$ cat config.mk
export PLATFORM = sky130hd
export DESIGN_NAME = gpio_pullup_port_control
export DESIGN_NICKNAME = d
export VERILOG_FILES = /design/src/design/gpio_pullup_port_control.v
export VERILOG_INCLUDE_DIRS = /design/src /design/src/shared
export SDC_FILE = /design/constraint.sdc
export NUM_CORES = 1
export LEC_CHECK = 0
export BUFFER_PORTS_ARGS = -buffer_cell sky130_fd_sc_hd__buf_2
export CAP_MARGIN = 10
export CORE_MARGIN = 8
export CORE_UTILIZATION = 40
export CTS_BUF_LIST = sky130_fd_sc_hd__clkbuf_4
export CTS_CLUSTER_DIAMETER = 30
export DETAILED_ROUTE_END_ITERATION = 10
export PLACE_DENSITY = 0.58
export SYNTH_ARGS = -nofsm -noshare
export SYNTH_HDL_FRONTEND = slang
export SYNTH_SLANG_ARGS = --single-unit
export TNS_END_PERCENT = 20
$ cat constraint.sdc
create_clock -name aclk -period 2.1 [get_ports aclk]
set_clock_uncertainty 0.1 [all_clocks]
set_input_delay 0.105 -clock aclk [delete_from_list [all_inputs] [get_ports aclk]]
set_output_delay 0.105 -clock aclk [all_outputs]
set_load 0.1 [all_outputs]
$ cat src/shared/gpio_port_regs.vh
// register offsets, field positions, reset values and pin masks of the port block
// assumes byte addresses on a 32-bit AXI4-Lite bus, one aligned word per register
`ifndef GPIO_PORT_REGS_VH
`define GPIO_PORT_REGS_VH

// ----------------------------------------------------------------
// geometry
// ----------------------------------------------------------------
`define NPORT 11
`define NPIN 88
`define NGROUP 22

// ----------------------------------------------------------------
// register offsets (byte addresses)
// ----------------------------------------------------------------
`define PULLUP_A_OFS 12'h360
`define PULLUP_B_OFS 12'h364
`define PULLUP_C_OFS 12'h368
`define READBACK_OFS 12'h36c
`define PROTECT_OFS 12'h370
`define PMODE_OFS 12'h374
`define DIR_BASE_OFS 12'h380
`define DATA_BASE_OFS 12'h3d0
`define PORT8_DATA_OFS 12'h3f0

// ----------------------------------------------------------------
// field positions and values
// ----------------------------------------------------------------
`define LATCH_RB_BIT 0
`define DIR9_WE_BIT 2
`define SOFT_RESET_BIT 7
`define PORT4_LOW_PU_BIT 1
`define MODE_SINGLE 2'h0
`define MODE_EXPAND 2'h1
`define MODE_MICRO 2'h3
`define PULLUP_B_RST_LOW 8'h00
`define PULLUP_B_RST_HIGH 8'h02
`define NMI_PIN 69
`define OD_PIN_A 56
`define OD_PIN_B 57
`define RESP_OKAY 2'h0
`define RESP_SLVERR 2'h2

// ----------------------------------------------------------------
// pin masks
// ----------------------------------------------------------------
// pins serving the external bus: ports 0 to 5
`define BUS_PIN_MASK_DEF 88'h0000_0000_ffff_ffff_ffff
// pins whose pull-ups are off in expansion modes: ports 0-3, port4 low, port5
`define PU_OFF_MASK_DEF 88'h0000_0000_ff0f_ffff_ffff
`endif

$ cat src/design/gpio_pullup_port_control.v
// port pin control: direction, data latches, grouped pull-ups, readback and mode
// assumes an AXI4-Lite master on aclk and pad cells that take out, oe and pullup
//
// Decided for this implementation: the AXI4-Lite slave port.
`timescale 1ns/1ps
`include "gpio_port_regs.vh"

module gpio_pullup_port_control #(
  parameter [`NPIN-1:0] BUS_PIN_MASK = `BUS_PIN_MASK_DEF,
  parameter [`NPIN-1:0] PU_OFF_MASK = `PU_OFF_MASK_DEF
) (
  // clock and reset
  input wire aclk,
  input wire aresetn,
  // axi4-lite write address and data
  input wire [11:0] awaddr,
  input wire awvalid,
  output reg awready,
  input wire [31:0] wdata,
  input wire [3:0] wstrb,
  input wire wvalid,
  output reg wready,
  // axi4-lite write response
  output reg [1:0] bresp,
  output reg bvalid,
  input wire bready,
  // axi4-lite read
  input wire [11:0] araddr,
  input wire arvalid,
  output reg arready,
  output reg [31:0] rdata,
  output reg [1:0] rresp,
  output reg rvalid,
  input wire rready,
  // pins
  input wire mode_select_pin,
  input wire [`NPIN-1:0] pin_in,
  output reg [`NPIN-1:0] pin_out,
  output reg [`NPIN-1:0] pin_oe,
  output reg [`NPIN-1:0] pin_pullup
);

  // ----------------------------------------------------------------
  // state
  // ----------------------------------------------------------------
  reg [`NPIN-1:0] dir_q;
  reg [`NPIN-1:0] latch_q;
  reg [7:0] pullup_a_q;
  reg [7:0] pullup_b_q;
  reg [5:0] pullup_c_q;
  reg latch_readback_sel_q;
  reg dir9_write_enable_q;
  reg [1:0] processor_mode_field_q;
  reg soft_reset_q;
  reg [11:0] waddr_q;
  reg [7:0] wdata_q;
  reg wstrb_q;
  reg [`NPIN-1:0] sync1_q;
  reg [`NPIN-1:0] sync2_q;
  reg [`NPIN-1:0] sync3_q;
  reg [`NPIN-1:0] pin_lvl_q;
  reg msel1_q;
  reg msel2_q;
  reg msel3_q;
  reg msel_lvl_q;

  wire expand_mode = processor_mode_field_q[0];
  wire wr_fire = ~awready & ~wready & ~bvalid;
  wire [`NPIN-1:0] od_mask = ({{(`NPIN-1){1'b0}}, 1'b1} << `OD_PIN_A) |
                             ({{(`NPIN-1){1'b0}}, 1'b1} << `OD_PIN_B);
  wire [`NPIN-1:0] nmi_mask = {{(`NPIN-1){1'b0}}, 1'b1} << `NMI_PIN;
  // port4 low nibble is bit 1 of register b, high nibble bit 0
  wire [`NGROUP-1:0] pu_group = {pullup_c_q, pullup_b_q[7:2], pullup_b_q[0],
                                 pullup_b_q[1], pullup_a_q};

  // ----------------------------------------------------------------
  // pin input synchronisers
  // ----------------------------------------------------------------
  // three stages; a level is taken once stages two and three agree
  always @(posedge aclk)
  begin
    sync1_q <= pin_in;
    sync2_q <= sync1_q;
    sync3_q <= sync2_q;
    msel1_q <= mode_select_pin;
    msel2_q <= msel1_q;
    msel3_q <= msel2_q;
    if (!aresetn)
    begin
      pin_lvl_q <= {`NPIN{1'b0}};
    end
    else
    begin
      pin_lvl_q <= (pin_lvl_q & ~(sync2_q ^ sync3_q)) | (sync3_q & ~(sync2_q ^ sync3_q));
    end
    if (msel2_q == msel3_q)
    begin
      msel_lvl_q <= msel3_q;
    end
  end

  // ----------------------------------------------------------------
  // write decode
  // ----------------------------------------------------------------
  reg [`NPIN-1:0] dir_wmask;
  reg [`NPIN-1:0] data_wmask;
  reg [`NPIN-1:0] wide_wdata;
  reg wr_hit;
  integer i;

  // which pin bits the pending write may change
  always @*
  begin
    dir_wmask = {`NPIN{1'b0}};
    data_wmask = {`NPIN{1'b0}};
    wide_wdata = {`NPORT{wdata_q}};
    wr_hit = 1'b0;
    for (i = 0; i < `NPORT; i = i + 1)
    begin
      if (waddr_q == `DIR_BASE_OFS + 4 * i)
      begin
        wr_hit = 1'b1;
        if (i != 9 || dir9_write_enable_q)
        begin
          dir_wmask[8*i +: 8] = 8'hff;
        end
      end
      if (waddr_q == `DATA_BASE_OFS + 4 * i)
      begin
        wr_hit = 1'b1;
        data_wmask[8*i +: 8] = 8'hff;
      end
    end
    case (waddr_q)
      `PULLUP_A_OFS, `PULLUP_B_OFS, `PULLUP_C_OFS, `READBACK_OFS, `PROTECT_OFS, `PMODE_OFS:
        wr_hit = 1'b1;
      default:
        wr_hit = wr_hit;
    endcase
    if (expand_mode)
    begin
      dir_wmask = dir_wmask & ~BUS_PIN_MASK;
    end
    if (expand_mode)
    begin
      data_wmask = data_wmask & ~BUS_PIN_MASK;
    end
    dir_wmask = dir_wmask & ~nmi_mask;
    data_wmask = data_wmask & ~nmi_mask;
    if (!wstrb_q)
    begin
      dir_wmask = {`NPIN{1'b0}};
      data_wmask = {`NPIN{1'b0}};
    end
  end

  // ----------------------------------------------------------------
  // registers
  // ----------------------------------------------------------------
  wire do_wr = wr_fire & wstrb_q;

  // hardware reset, software reset and register writes
  always @(posedge aclk)
  begin
    if (!aresetn)
    begin
      dir_q <= {`NPIN{1'b0}};
      latch_q <= {`NPIN{1'b0}};
      pullup_a_q <= 8'h00;
      pullup_c_q <= 6'h00;
      latch_readback_sel_q <= 1'b0;
      dir9_write_enable_q <= 1'b0;
      soft_reset_q <= 1'b0;
      pullup_b_q <= msel_lvl_q ? `PULLUP_B_RST_HIGH : `PULLUP_B_RST_LOW;
      processor_mode_field_q <= msel_lvl_q ? `MODE_MICRO : `MODE_SINGLE;
    end
    else if (soft_reset_q)
    begin
      dir_q <= {`NPIN{1'b0}};
      pullup_a_q <= 8'h00;
      pullup_c_q <= 6'h00;
      latch_readback_sel_q <= 1'b0;
      dir9_write_enable_q <= 1'b0;
      soft_reset_q <= 1'b0;
      pullup_b_q <= expand_mode ? `PULLUP_B_RST_HIGH : `PULLUP_B_RST_LOW;
    end
    else
    begin
      soft_reset_q <= 1'b0;
      // only the completing write may touch direction and latch bits
      if (wr_fire)
      begin
        dir_q <= (dir_q & ~dir_wmask) | (wide_wdata & dir_wmask);
        latch_q <= (latch_q & ~data_wmask) | (wide_wdata & data_wmask);
      end
      // enable lasts for the next write only
      if (wr_fire && waddr_q != `PROTECT_OFS)
      begin
        dir9_write_enable_q <= 1'b0;
      end
      if (do_wr && waddr_q == `PULLUP_A_OFS)
      begin
        pullup_a_q <= wdata_q;
      end
      if (do_wr && waddr_q == `PULLUP_B_OFS)
      begin
        pullup_b_q <= wdata_q;
      end
      if (do_wr && waddr_q == `PULLUP_C_OFS)
      begin
        pullup_c_q <= wdata_q[5:0];
      end
      if (do_wr && waddr_q == `READBACK_OFS)
      begin
        latch_readback_sel_q <= wdata_q[`LATCH_RB_BIT];
      end
      if (do_wr && waddr_q == `PROTECT_OFS)
      begin
        dir9_write_enable_q <= wdata_q[`DIR9_WE_BIT];
      end
      if (do_wr && waddr_q == `PMODE_OFS)
      begin
        processor_mode_field_q <= wdata_q[1:0];
        soft_reset_q <= wdata_q[`SOFT_RESET_BIT];
        if (processor_mode_field_q == `MODE_SINGLE &&
            (wdata_q[1:0] == `MODE_EXPAND || wdata_q[1:0] == `MODE_MICRO))
        begin
          pullup_b_q[`PORT4_LOW_PU_BIT] <= 1'b1;
        end
      end
    end
  end

  // ----------------------------------------------------------------
  // pin drive and pull-ups
  // ----------------------------------------------------------------
  reg [`NPIN-1:0] pu_pin;
  integer p;

  always @*
  begin
    pu_pin = {`NPIN{1'b0}};
    for (p = 0; p < `NPIN; p = p + 1)
    begin
      pu_pin[p] = pu_group[p / 4];
    end
  end

  // registered pad controls
  always @(posedge aclk)
  begin
    if (!aresetn)
    begin
      pin_out <= {`NPIN{1'b0}};
      pin_oe <= {`NPIN{1'b0}};
      pin_pullup <= {`NPIN{1'b0}};
    end
    else
    begin
      pin_out <= latch_q & ~od_mask & ~nmi_mask;
      pin_oe <= ((dir_q & ~od_mask) | (dir_q & od_mask & ~latch_q)) & ~nmi_mask;
      pin_pullup <= pu_pin & ~dir_q & ~od_mask & ~nmi_mask &
                    ~(expand_mode ? PU_OFF_MASK : {`NPIN{1'b0}});
    end
  end

  // ----------------------------------------------------------------
  // read decode
  // ----------------------------------------------------------------
  reg [7:0] rd_byte;
  reg rd_hit;
  reg [`NPIN-1:0] port_view;
  integer k;

  always @*
  begin
    port_view = (dir_q & latch_q) | (~dir_q & pin_lvl_q);
    if (latch_readback_sel_q)
    begin
      port_view[15:8] = latch_q[15:8];
    end
    port_view[`NMI_PIN] = pin_lvl_q[`NMI_PIN];
    rd_byte = 8'h00;
    rd_hit = 1'b0;
    for (k = 0; k < `NPORT; k = k + 1)
    begin
      if (araddr == `DIR_BASE_OFS + 4 * k)
      begin
        rd_hit = 1'b1;
        rd_byte = dir_q[8*k +: 8];
      end
      if (araddr == `DATA_BASE_OFS + 4 * k)
      begin
        rd_hit = 1'b1;
        rd_byte = port_view[8*k +: 8];
      end
    end
    case (araddr)
      `PULLUP_A_OFS:
      begin
        rd_hit = 1'b1;
        rd_byte = pullup_a_q;
      end
      `PULLUP_B_OFS:
      begin
        rd_hit = 1'b1;
        rd_byte = pullup_b_q;
      end
      `PULLUP_C_OFS:
      begin
        rd_hit = 1'b1;
        rd_byte = {2'h0, pullup_c_q};
      end
      `READBACK_OFS:
      begin
        rd_hit = 1'b1;
        rd_byte = {7'h00, latch_readback_sel_q};
      end
      `PROTECT_OFS:
      begin
        rd_hit = 1'b1;
        rd_byte = {5'h00, dir9_write_enable_q, 2'h0};
      end
      `PMODE_OFS:
      begin
        rd_hit = 1'b1;
        rd_byte = {6'h00, processor_mode_field_q};
      end
      default:
        rd_hit = rd_hit;
    endcase
  end

  // ----------------------------------------------------------------
  // axi4-lite handshakes
  // ----------------------------------------------------------------
  // address and data taken in either order; response after both
  always @(posedge aclk)
  begin
    if (!aresetn)
    begin
      awready <= 1'b1;
      wready <= 1'b1;
      bvalid <= 1'b0;
      bresp <= `RESP_OKAY;
      arready <= 1'b1;
      rvalid <= 1'b0;
      rresp <= `RESP_OKAY;
      rdata <= 32'h0000_0000;
      waddr_q <= 12'h000;
      wdata_q <= 8'h00;
      wstrb_q <= 1'b0;
    end
    else
    begin
      if (awvalid && awready)
      begin
        awready <= 1'b0;
        waddr_q <= {awaddr[11:2], 2'b00};
      end
      if (wvalid && wready)
      begin
        wready <= 1'b0;
        wdata_q <= wdata[7:0];
        wstrb_q <= wstrb[0];
      end
      if (wr_fire)
      begin
        bvalid <= 1'b1;
        bresp <= wr_hit ? `RESP_OKAY : `RESP_SLVERR;
      end
      if (bvalid && bready)
      begin
        bvalid <= 1'b0;
        awready <= 1'b1;
        wready <= 1'b1;
      end
      if (arvalid && arready)
      begin
        arready <= 1'b0;
        rvalid <= 1'b1;
        rdata <= {24'h000000, rd_byte};
        rresp <= rd_hit ? `RESP_OKAY : `RESP_SLVERR;
      end
      if (rvalid && rready)
      begin
        rvalid <= 1'b0;
        arready <= 1'b1;
      end
    end
  end

endmodule // gpio_pullup_port_control

---- After elaboration in Yosys (flattened, before gate mapping) ----
Index checks and enable logic that the tools add are counted.
storage, ports and cells
  register bits ........................... 859
  input bits .............................. 156
  output and inout bits ................... 305
  logic and storage cells ................. 266
cells by class
  eq/ne operators ......................... 63
  muxes and demuxes ....................... 113
  bitwise gates (word level) .............. 32
  reductions and logical operators ........ 24
operators with widths
  cell                                                                      number
  88-bit bitwise AND                                                        10
  88-bit NOT                                                                5
  88-bit OR                                                                 5
  8-bit 2-to-1 mux                                                          49
  12-bit by 10-bit == test with 1-bit output, second input constant         28
  10-bit by 8-bit == test with 1-bit output, second input constant          28
  88-bit 2-to-1 mux                                                         2
  48-bit 2-to-1 mux                                                         3
  58-bit by 88-bit bitwise AND with 88-bit output                           1
  48-bit NOT with 88-bit output                                             1
  88-bit bitwise XOR                                                        1
  1-bit 2-to-1 mux                                                          50
  8-bit one-hot mux with 6 select lines                                     1
  2-bit 2-to-1 mux                                                          8
  1-bit logical AND                                                         13
  6-bit OR reduction                                                        2
  10-bit by 8-bit inequality test with 1-bit output, second input constant  1
  1-bit NOT                                                                 6
  2-bit OR reduction                                                        3
  2-bit AND reduction                                                       2
  1-bit bitwise AND                                                         3
  3-bit by 1-bit inequality test with 1-bit output, second input constant   1
  3-bit OR reduction                                                        1
  2-bit by 1-bit == test with 1-bit output, second input constant           1
  7 further kinds                                                           7

---- Longest topological paths before layout ----
Gate-level depths: netlist of the first run.
  depth in word-level cells ............... 25
  gate-level depth with buffers ........... 11
  gate-level depth less buffers ........... 7

---- Worst setup path before layout of the first run ----
Ideal clock, no wire load.
  kind .................................... register -> register
  start ................................... register bvalid
  end ..................................... register (tool-made name)
  arrival time ............................ 2518 ps
  data required time ...................... 1872 ps
  path slack .............................. -646 ps
  cell stages (with the launch flop) ...... 8
  clock period less this slack ............ 2746 ps
  cells stage by stage .................... dfxtp_1 -> nor3_2 -> nand2_1 -> or3_1 -> nor4_4 -> nand2_1 -> mux2i_1 -> nor2_1
RTL lines
  what                    line                            RTL
  start, declared         gpio_pullup_port_control.v:25   output reg bvalid,
  start signal, assigned  gpio_pullup_port_control.v:344  bvalid <= 1'b0;
  start signal, assigned  gpio_pullup_port_control.v:369  bvalid <= 1'b1;
  start signal, assigned  gpio_pullup_port_control.v:374  bvalid <= 1'b0;

==> impl_metrics.env, run 1 <==
export IMPL_max_slew_margin_pct=47.1
export IMPL_via_count=25411
export IMPL_yosys_top_cells_area="dfxtp_1 58%, nand2_1 4.3%, and2_1 4.0%"
export IMPL_ctsRootBufferMaster="clkbuf_4"
export IMPL_numCtsBuffers=219
export IMPL_areaGrowthSynthToFinish_pct=43.0
export IMPL_hold_path_class="in2reg"
export IMPL_grt_usage_pct=27.0
export IMPL_fp_dieH_um=286
export IMPL_ios=461
export IMPL_clock_latency_ns=1.06
export IMPL_dieArea_um2=81500
export IMPL_synth_area_leader_cell="dfxtp_1"
export IMPL_vdd_drop_max_mv=0.510
export IMPL_seqPwrFrac_pct=50.3
export IMPL_cts_tree="done"
export IMPL_path_class="reg2reg"
export IMPL_port_buffers=398
export IMPL_start_kind="flip-flop"
export IMPL_rsz0062_at_grt="true"
export IMPL_dieWidth_um=286
export IMPL_p_int_mw=24.7
export IMPL_tightest_slew_ns=0.773
export IMPL_syn_area_um2=29100
export IMPL_ys_types=86
export IMPL_ys_ff_latch=848
export IMPL_antenna_found_initial=4
export IMPL_place_congestion=1.02
export IMPL_postRouteWirelength_um=114000
export IMPL_setup_viol=49
export IMPL_endpoint_kind="flip-flop"
export IMPL_finalCriticalPeriod_ns=2.22
export IMPL_fin_cells=5068
export IMPL_dpl_hpwl_um=82500
export IMPL_max_freq_mhz=450
export IMPL_nets=4179
export IMPL_syn_area_per_cell_um2=10.4
export IMPL_p_switching_mw=8.75
export IMPL_ys_warn_count=0
export IMPL_swShare_pct=26.2
export IMPL_ff2ff_setup_slack_ns=-0.12
export IMPL_drtIter0Drc=1800
export IMPL_grt_max_degree=136
export IMPL_holdWs_ns=0.127
export IMPL_p_clk_share_pct=41.8
export IMPL_synth_top_cell_area_share_pct=57.7
export IMPL_cap_violations=0
export IMPL_ant_nets=0
export IMPL_maxSlewViolCount=0
export IMPL_layout_setup_ws_ns=-0.121
export IMPL_synthCells=2790
export IMPL_synth_most_common_cell="dfxtp_1"
export IMPL_first_pass_iters=7
export IMPL_p_leak_nw=18.0
export IMPL_overflow=0
export IMPL_path_clk_slew_ns=0.07
export IMPL_via_per_inst=5.01
export IMPL_clkSinkCount=848
export IMPL_wl_per_cell_um=22.4
export IMPL_cp_required_ns=2.96
export IMPL_num_rows=99
export IMPL_htree_levels=4
export IMPL_start_util_pct=40.1
export IMPL_async_reset_ff_share_pct=0
export IMPL_combPwrFrac_pct=7.9
export IMPL_grt_pass1_wl_um=168000
export IMPL_p_per_area_nw_per_um2=804
export IMPL_finalCritPeriodShare_pct=106
export IMPL_violations="setup timing"
export IMPL_placedCellCount=4373
export IMPL_power_total_mw=33.4
export IMPL_drive_above_1_share_pct=30.7
export IMPL_drc=0
export IMPL_outcome="finished, violations left"
export IMPL_clk_path_buf_depth=3
export IMPL_synth_main_ff_cell="dfxtp_1"
export IMPL_hold_violations=0
export IMPL_seq_area_frac_synth_pct=58.8
export IMPL_cp_data_arrival_time_ns=3.08
export IMPL_core_um2=72500
export IMPL_synth_common_cells="838 x dfxtp_1, 332 x nand2_1, 185 x and2_1"
export IMPL_synth_edff_count=10
export IMPL_final_util_pct=57.4
export IMPL_pre_cts_slack_ns=-0.648
export IMPL_grt_pass1_vias=26163
export IMPL_path_max_fanout=8
[per-layer routing]
layer	vias up	track usage, %	routed length, µm
met4	0	7.22	2270
li1	11912	-	-
met1	12448	35.5	49600
met3	135	6.63	8000
met5	-	0	0
met2	916	44.3	53800
[final timing paths]
kind | from | cells past startpoint | endpoint
max | waddr_q[10] | 9 | flip-flop
min | pin_in[53] | 3 | sync1_q[53]
max reg2reg | waddr_q[10] | 9 | flip-flop
min reg2reg | sync1_q[54] | 0 | sync2_q[54]
[layout by cell type, fill, tap and decap left out, types with 9 or more instances in the layout]
cell type        n
nor2_1         161
a21o_1          13
dlygate4sd3_1  289
nand2_1        296
ha_1            88
buf_4          517
conb_1          33
mux2i_1        113
nor2b_1        163
nand2_2         26
o21a_1          92
a21boi_1        22
a21oi_1        146
clkinv_1        55
buf_2          178
dfxtp_1        829
buf_12          25
inv_1           11
nand2b_1        10
and2_1         182
a21boi_0        34
nand3_1         59
o22ai_1         11
a31oi_1         11
edfxtp_1        10
nor3_1          10
clkbuf_4       335
nor3_2          11
mux2_2           9
a21oi_2         24
o211ai_1        10
clkinv_2        19
a211oi_1        16
nand4_1         12
buf_6           17
o21ai_0         32
[kinds of logic after synthesis]
| kind of cell | after synthesis | share of synthesized area, % |
|---|---|---|
| buf+inv | 188 | 2.98 |
| fa+ha+maj | 88 | 3.79 |
| simple gates | 1033 | 18.5 |
| other cells | 1 | 0.0129 |
| mux | 125 | 4.39 |
| flops | 848 | 58.8 |
| xor+xnor | 1 | 0.0302 |
| compound gates | 506 | 11.5 |
[layout make-up]
cell class / count / area [µm²]
antenna: 7 / 17.5
clock buffer: 297 / 2230
clock inverter: 91 / 544
fill: 6306 / 30900
inverter: 11 / 41.3
multi-input combinational: 1786 / 11700
sequential: 848 / 17100
tap: 959 / 1200
timing repair buffer: 1069 / 8710
[worst max-delay path: stages, from the launching register on]
cell	delay, ns
dfxtp_2	0.33
and4bb_2	0.34
nand2_2	0.07
or3_4	0.38
nor4_4	0.17
buf_6	0.21
nor2b_4	0.16
buf_6	0.16
nand2_2	0.07
a21oi_2	0.16
[through the flow]
stage	cell area, µm²	TNS [ns]
2_1_floorplan	29200	-13.79
3_3_place_gp	34700	-9.98
3_5_place_dp	34700	-12.07
4_1_cts	41000	-2.43
5_1_grt	41600	-8.58
6_report	41600	-3.15
[power by group through the flow]
stage	logic (mW)	clock network, mW	registers, mW
after floorplan	1.08	0	17.3
after global placement	2.07	0	17.2
after detailed placement	2.10	0	17.2
after CTS	2.56	14.3	16.8
after global routing	2.79	15.3	16.8
final	2.64	14.0	16.8
[repair_timing]
item	CTS	global route
pin swaps	27	48
endpoints found under the hold margin	678	1
buffers inserted	2	7
endpoints found under the setup margin	296	233
hold buffers	293	1
resized for setup	231	162
No activity file was read; power rests on OpenSTA's default activity.
==> run 2, diff against run 1 <==
ABC_AREA = 1   (was not set)
==> run 2 against run 1 <==
Net effect: the run still ends with setup timing left; first-iteration DRC count decreased by 13%; via count is 0.82% lower; critical path depth increased by 3; clock-buffer cell count is 6 higher; worst hold slack better by 0.0082 ns; final cell count grew 6.7%; routed wire length is 13% lower; register-to-register slack better by 0.06 ns; maximum frequency is 0.11% higher; largest cell class unchanged; highest routed layer unchanged.
==> impl_metrics.env, run 2 <==
export IMPL_clock_latency_ns=1.08
export IMPL_port_buffers=398
export IMPL_dieArea_um2=79400
export IMPL_rsz0062_at_grt="true"
export IMPL_p_switching_mw=8.85
export IMPL_grt_usage_pct=24.5
export IMPL_synth_simple_area_share_pct=15.6
export IMPL_synth_top_cell_area_share_pct=59.4
export IMPL_grt_pass1_vias=25531
export IMPL_overflow=0
export IMPL_finalCriticalPeriod_ns=2.22
export IMPL_fill_cells=6359
export IMPL_synth_edff_count=10
export IMPL_synth_common_cells="838 x dfxtp_1, 469 x nand2_1, 461 x nor2_1"
export IMPL_endpoint_kind="flip-flop"
export IMPL_crit_top_cell="dlygate4sd3_1"
export IMPL_via_count=25202
export IMPL_ys_types=51
export IMPL_num_rows=97
export IMPL_hold_path_class="in2reg"
export IMPL_numCtsBuffers=219
export IMPL_async_reset_ff_share_pct=0
export IMPL_via_per_inst=4.66
export IMPL_p_clk_share_pct=42.0
export IMPL_drtIter0Drc=1573
export IMPL_multiInputGateArea_um2=9310
export IMPL_yosys_top_cells_area="dfxtp_1 59%, nand2_1 6.2%, nor2_1 6.1%"
export IMPL_vdd_drop_max_mv=0.607
export IMPL_place_congestion=0.943
export IMPL_tightest_slew_ns=0.741
export IMPL_synthAdderAreaFrac_pct=3.90
export IMPL_violations="setup timing"
export IMPL_reg2reg_depth=24
export IMPL_final_cell_mix="815 x dfxtp_1, 453 x buf_4, 442 x nand2_1, 440 x nor2_1, 431 x inv_1"
export IMPL_ctsRootBufferMaster="clkbuf_4"
export IMPL_crit_family="buffers and inverters"
export IMPL_cap_violations=0
export IMPL_drc=0
export IMPL_drive_above_1_share_pct=26.8
export IMPL_hold_path_depth=3
export IMPL_hold_violations=0
export IMPL_combPwrFrac_pct=7.8
export IMPL_final_util_pct=57.2
export IMPL_seqPwrFrac_pct=50.1
export IMPL_start_kind="primary input"
export IMPL_finalCritPeriodShare_pct=106
export IMPL_layout_setup_ws_ns=-0.119
export IMPL_p_int_mw=24.7
export IMPL_dpl_hpwl_um=69900
export IMPL_critPathBufInv=5
export IMPL_seq_area_frac_synth_pct=60.4
export IMPL_p_leak_nw=19.4
export IMPL_clkSinkCount=848
export IMPL_areaGrowthSynthToFinish_pct=41.7
export IMPL_path_class="in2reg"
export IMPL_core_um2=70000
export IMPL_crit_chain="dlygate4sd3_1, buf_2, nor2_4, nand2_2, nor2_2, buf_4, nand2_1, dlygate4sd3_1, o211ai_1, a311oi_1, dlygate4sd3_1, a21oi_2"
export IMPL_p_per_area_nw_per_um2=837
export IMPL_ant_nets=0
export IMPL_synth_compound_area_share_pct=11.3
export IMPL_pre_cts_slack_ns=-0.469
export IMPL_synthCells=3193
export IMPL_regArea_um2=17100
export IMPL_postRouteWirelength_um=99000
export IMPL_fp_dieH_um=282
export IMPL_wl_per_cell_um=18.3
export IMPL_syn_area_um2=28200
export IMPL_first_pass_iters=6
export IMPL_htree_levels=4
export IMPL_ys_ff_latch=848
export IMPL_synth_area_leader_cell="dfxtp_1"
export IMPL_crit_slowest_cell="dlygate4sd3_1"
export IMPL_cp_required_ns=3.02
export IMPL_max_freq_mhz=451
export IMPL_dieWidth_um=282
export IMPL_outcome="finished, violations left"
export IMPL_syn_area_per_cell_um2=8.85
export IMPL_critPathMaxStageDelay_ns=0.61
export IMPL_cts_tree="done"
export IMPL_nets=4532
export IMPL_start_util_pct=40.3
export IMPL_maxSlewViolCount=0
export IMPL_synth_xor_area_share_pct=0.0310
export IMPL_synth_main_ff_cell="dfxtp_1"
export IMPL_layout_commonest_cell="dfxtp_1"
export IMPL_synth_mux_area_share_pct=0.217
export IMPL_max_slew_margin_pct=49.3
export IMPL_antenna_found_initial=5
export IMPL_swShare_pct=26.4
export IMPL_ys_warn_count=0
export IMPL_clk_path_buf_depth=3
export IMPL_synth_most_common_cell="dfxtp_1"
export IMPL_crit_cells=12
export IMPL_grt_max_degree=94
export IMPL_path_clk_slew_ns=0.07
export IMPL_setup_viol=7
export IMPL_ios=461
export IMPL_synth_top_family_by_area="simple AND/OR/NAND/NOR gates"
export IMPL_path_max_fanout=4
export IMPL_cp_data_arrival_time_ns=3.13
export IMPL_grt_pass1_wl_um=148000
## run 2: cells by family (layout without fill, tap and decap cells)
family                   Yosys count  in the layout
multiplexers                       6              6
flip-flops                       848            848
AO/OA/AOI/OAI                    580            580
other                              1             36
buffers and inverters            598           1838
XOR/XNOR                           1              1
adder cells (fa/ha/maj)           88             88
AND/OR/NAND/NOR                 1071           1072
## run 2: through the flow
stage	hold WS, ns	setup TNS, ns	total power, mW	instances	instance area (µm²)
5_1_grt	0.0426	-2.23	35.1	5409	40000
6_report	0.135	-0.376	33.5	5409	40000
4_1_cts	0.00582	-0.467	33.9	5400	39700
3_5_place_dp	0.109	-6.66	19.3	4707	33200
3_3_place_gp	0.108	-6.50	19.3	4707	33200
2_1_floorplan	0.0327	0	18.4	3225	28400
## run 2: worst paths after layout
kind                            slack (ns)          end            startpoint
worst min register to register        0.21  sync2_q[19]           sync1_q[19]
worst max-delay path                 -0.12     rdata[2]             araddr[1]
worst min-delay path                  0.13  sync1_q[46]            pin_in[46]
worst max register to register       -0.06     rdata[6]  latch_readback_sel_q
## run 2: layout make-up
class / instances / share of cell area [%]
clock buffer: 303 / 5.68
clock inverter: 96 / 1.37
antenna: 3 / 0.0187
tap: 940 / 2.94
sequential: 848 / 42.8
timing repair buffer: 971 / 19.6
multi-input combinational: 1780 / 23.3
inverter: 468 / 4.42
## run 2: what timing repair did
item                                   in CTS  in global routing
resized for setup                         305                104
hold buffers                              292                  1
setup endpoints to repair                 288                166
setup buffers                               4                  5
gates cloned                                1                  4
endpoints found under the hold margin     678                  3
pin swaps                                  35                 49
## run 2: power groups by stage
stage               combinational (mW)  clock, mW  sequential [mW]
finish                            2.63       14.1             16.8
floorplan                         1.03          0             17.4
global route                      2.82       15.4             16.8
CTS                               2.59       14.5             16.8
detailed placement                2.12          0             17.1
global placement                  2.11          0             17.1
## run 2: worst min-delay path, stage by stage
cell,delay (ns)
dlygate4sd3_1,0.52
buf_2,0.09
dlygate4sd3_1,0.53
## run 2: routing by layer
| layer | up-vias | routed length, µm | share of wire [%] | track usage, % |
|---|---|---|---|---|
| li1 | 12440 | - | - | - |
| met1 | 11685 | 40600 | 41 | 29.2 |
| met2 | 885 | 47100 | 48 | 41.0 |
| met3 | 192 | 7820 | 7.9 | 7.21 |
| met4 | 0 | 3480 | 3.5 | 10.5 |
| met5 | - | 0 | 0 | 0 |
==> run 3, diff against run 2 <==
PLACE_DENSITY = not set   (was 0.58)
==> run 3 against run 2 <==
Net effect: the flow still finishes with violations (setup timing); clock power hardly changed; routed wire length is 0.84% higher; global-route usage hardly changed; final cell count is 0.26% higher.
==> impl_metrics.env, run 3 (synthesis gave the netlist of run 2 again) <==
export IMPL_crit_chain="buf_4, nor2_4, mux2i_2, a21oi_1, nand2_1, nand2_1, nand2_1, nand2_1, nand2_1, nand2_1, nand2_1, nand2_1, nand2_1, nand2_1, nand2_1, nand2_1, nand2_1, nand2_1, nand2_1, nand2_1, nand2_1, a21oi_2"
export IMPL_path_max_fanout=5
export IMPL_critPathMaxStageDelay_ns=0.37
export IMPL_setup_viol=9
export IMPL_crit_slowest_cell="dfxtp_4"
export IMPL_max_freq_mhz=439
export IMPL_hold_path_depth=5
export IMPL_via_count=25221
export IMPL_drtIter0Drc=1638
export IMPL_num_rows=97
export IMPL_p_per_area_nw_per_um2=831
export IMPL_grt_usage_pct=24.5
export IMPL_fp_dieH_um=282
export IMPL_wl_met1_um=41000
export IMPL_final_cell_mix="822 x dfxtp_1, 474 x buf_4, 448 x nand2_1, 439 x inv_1, 438 x nor2_1"
export IMPL_grt_max_degree=137
export IMPL_layout_setup_ws_ns=-0.180
export IMPL_wl_met3_um=8410
export IMPL_top_layer="met5"
export IMPL_clkSinkCount=848
export IMPL_areaGrowthSynthToFinish_pct=41.8
export IMPL_start_util_pct=40.3
export IMPL_overflow=0
export IMPL_finalCritPeriodShare_pct=109
export IMPL_dieWidth_um=282
export IMPL_holdWs_ns=0.0880
export IMPL_place_congestion=0.918
export IMPL_maxSlewViolCount=0
export IMPL_port_buffers=398
export IMPL_cap_violations=0
export IMPL_crit_cells=22
export IMPL_postRouteWirelength_um=99900
export IMPL_p_leak_nw=19.5
export IMPL_fin_area_um2=40100
export IMPL_core_um2=70000
export IMPL_pre_cts_slack_ns=-0.430
export IMPL_setup_tns_ns=-0.994
export IMPL_grt_pass1_wl_um=147000
export IMPL_reg2reg_depth=22
export IMPL_ctsRootBufferMaster="clkbuf_4"
export IMPL_wl_per_cell_um=18.4
export IMPL_path_clk_slew_ns=0.07
export IMPL_rsz0062_at_grt="true"
export IMPL_hold_violations=0
export IMPL_cp_data_arrival_time_ns=3.14
export IMPL_dpl_hpwl_um=69400
export IMPL_htree_levels=4
export IMPL_nets=4562
export IMPL_hold_path_class="in2reg"
export IMPL_violations="setup timing"
export IMPL_drive_above_1_share_pct=26.8
export IMPL_ant_nets=0
export IMPL_tightest_slew_ns=0.974
export IMPL_crit_top_cell="nand2_1"
export IMPL_max_slew_margin_pct=34.9
export IMPL_dieArea_um2=79400
export IMPL_first_pass_iters=8
export IMPL_antenna_found_initial=5
export IMPL_grt_pass1_vias=25405
export IMPL_vdd_drop_max_mv=0.581
export IMPL_ios=461
export IMPL_crit_family="simple AND/OR/NAND/NOR gates"
export IMPL_numCtsBuffers=216
export IMPL_layout_commonest_cell="dfxtp_1"
export IMPL_start_kind="flip-flop"
export IMPL_clk_path_buf_depth=3
export IMPL_endpoint_kind="flip-flop"
export IMPL_critPathBufInv=1
export IMPL_finalCriticalPeriod_ns=2.28
export IMPL_power_total_mw=33.3
export IMPL_dr_wl_met2_um=47100
export IMPL_via_per_inst=4.65
export IMPL_outcome="finished, violations left"
export IMPL_placed_area_um2=33200
export IMPL_clock_latency_ns=1.08
export IMPL_cp_required_ns=2.96
export IMPL_path_class="reg2reg"
export IMPL_cts_tree="done"
export IMPL_drc=0
## run 3: changes by cell type in the layout (fill, tap and decap cells not counted), moves of 7 or more
cell	delta
buf_2	+15
buf_4	+21
clkinv_1	-25
dfxtp_1	+7
dfxtp_2	-7
inv_1	+8
## run 3: worst min-delay path: stages
cell and delay [ns]:
dlygate4sd3_1 0.55, buf_6 0.15, buf_12 0.23, nand2_1 0.12, inv_1 0.03
## run 3: layer usage
layer / up-vias / GRT usage, %
met5: - / 0
met4: 2 / 10.2
met3: 187 / 7.59
met2: 896 / 40.5
met1: 11664 / 29.4
li1: 12472 / -
## run 3: final cells by class
type | count | area, µm²
Fill cell | 6239 | 30000
Inverter | 468 | 1760
Clock buffer | 311 | 2330
Tap cell | 940 | 1180
Antenna cell | 4 | 10.0
Multi-Input combinational cell | 1779 | 9280
Timing Repair Buffer | 1005 | 7980
Clock inverter | 68 | 403
Sequential cell | 848 | 17100
## run 3: where the power goes
part | switching [mW] | internal, mW | leakage, nW
clock network | 6.72 | 7.11 | 1.63
registers | 0.225 | 16.6 | 6.99
logic | 1.72 | 0.937 | 10.9
## run 3: timing repair
item,in CTS,in global routing
endpoints found under the hold margin,678,1
gates resized for setup,273,95
pin swaps,32,41
endpoints found under the setup margin,240,167
hold buffers,302,1
buffers inserted,4,12
cloned,0,3
## run 3: stage by stage
stage                     util (%)  std cells
after global placement        47.4       4724
after detailed placement      47.4       4724
after global routing          57.2       5422
after floorplan                  -       3225
final                         57.2       5423
after CTS                     56.6       5404
## run 3: worst paths after layout
path | start | endpoint | slack [ns]
setup / recovery | latch_readback_sel_q | rdata[2] | -0.18
hold reg to reg | sync1_q[7] | sync2_q[7] | 0.20
hold / removal | aresetn | pin_out[29] | 0.09
setup reg to reg | latch_readback_sel_q | rdata[2] | -0.18
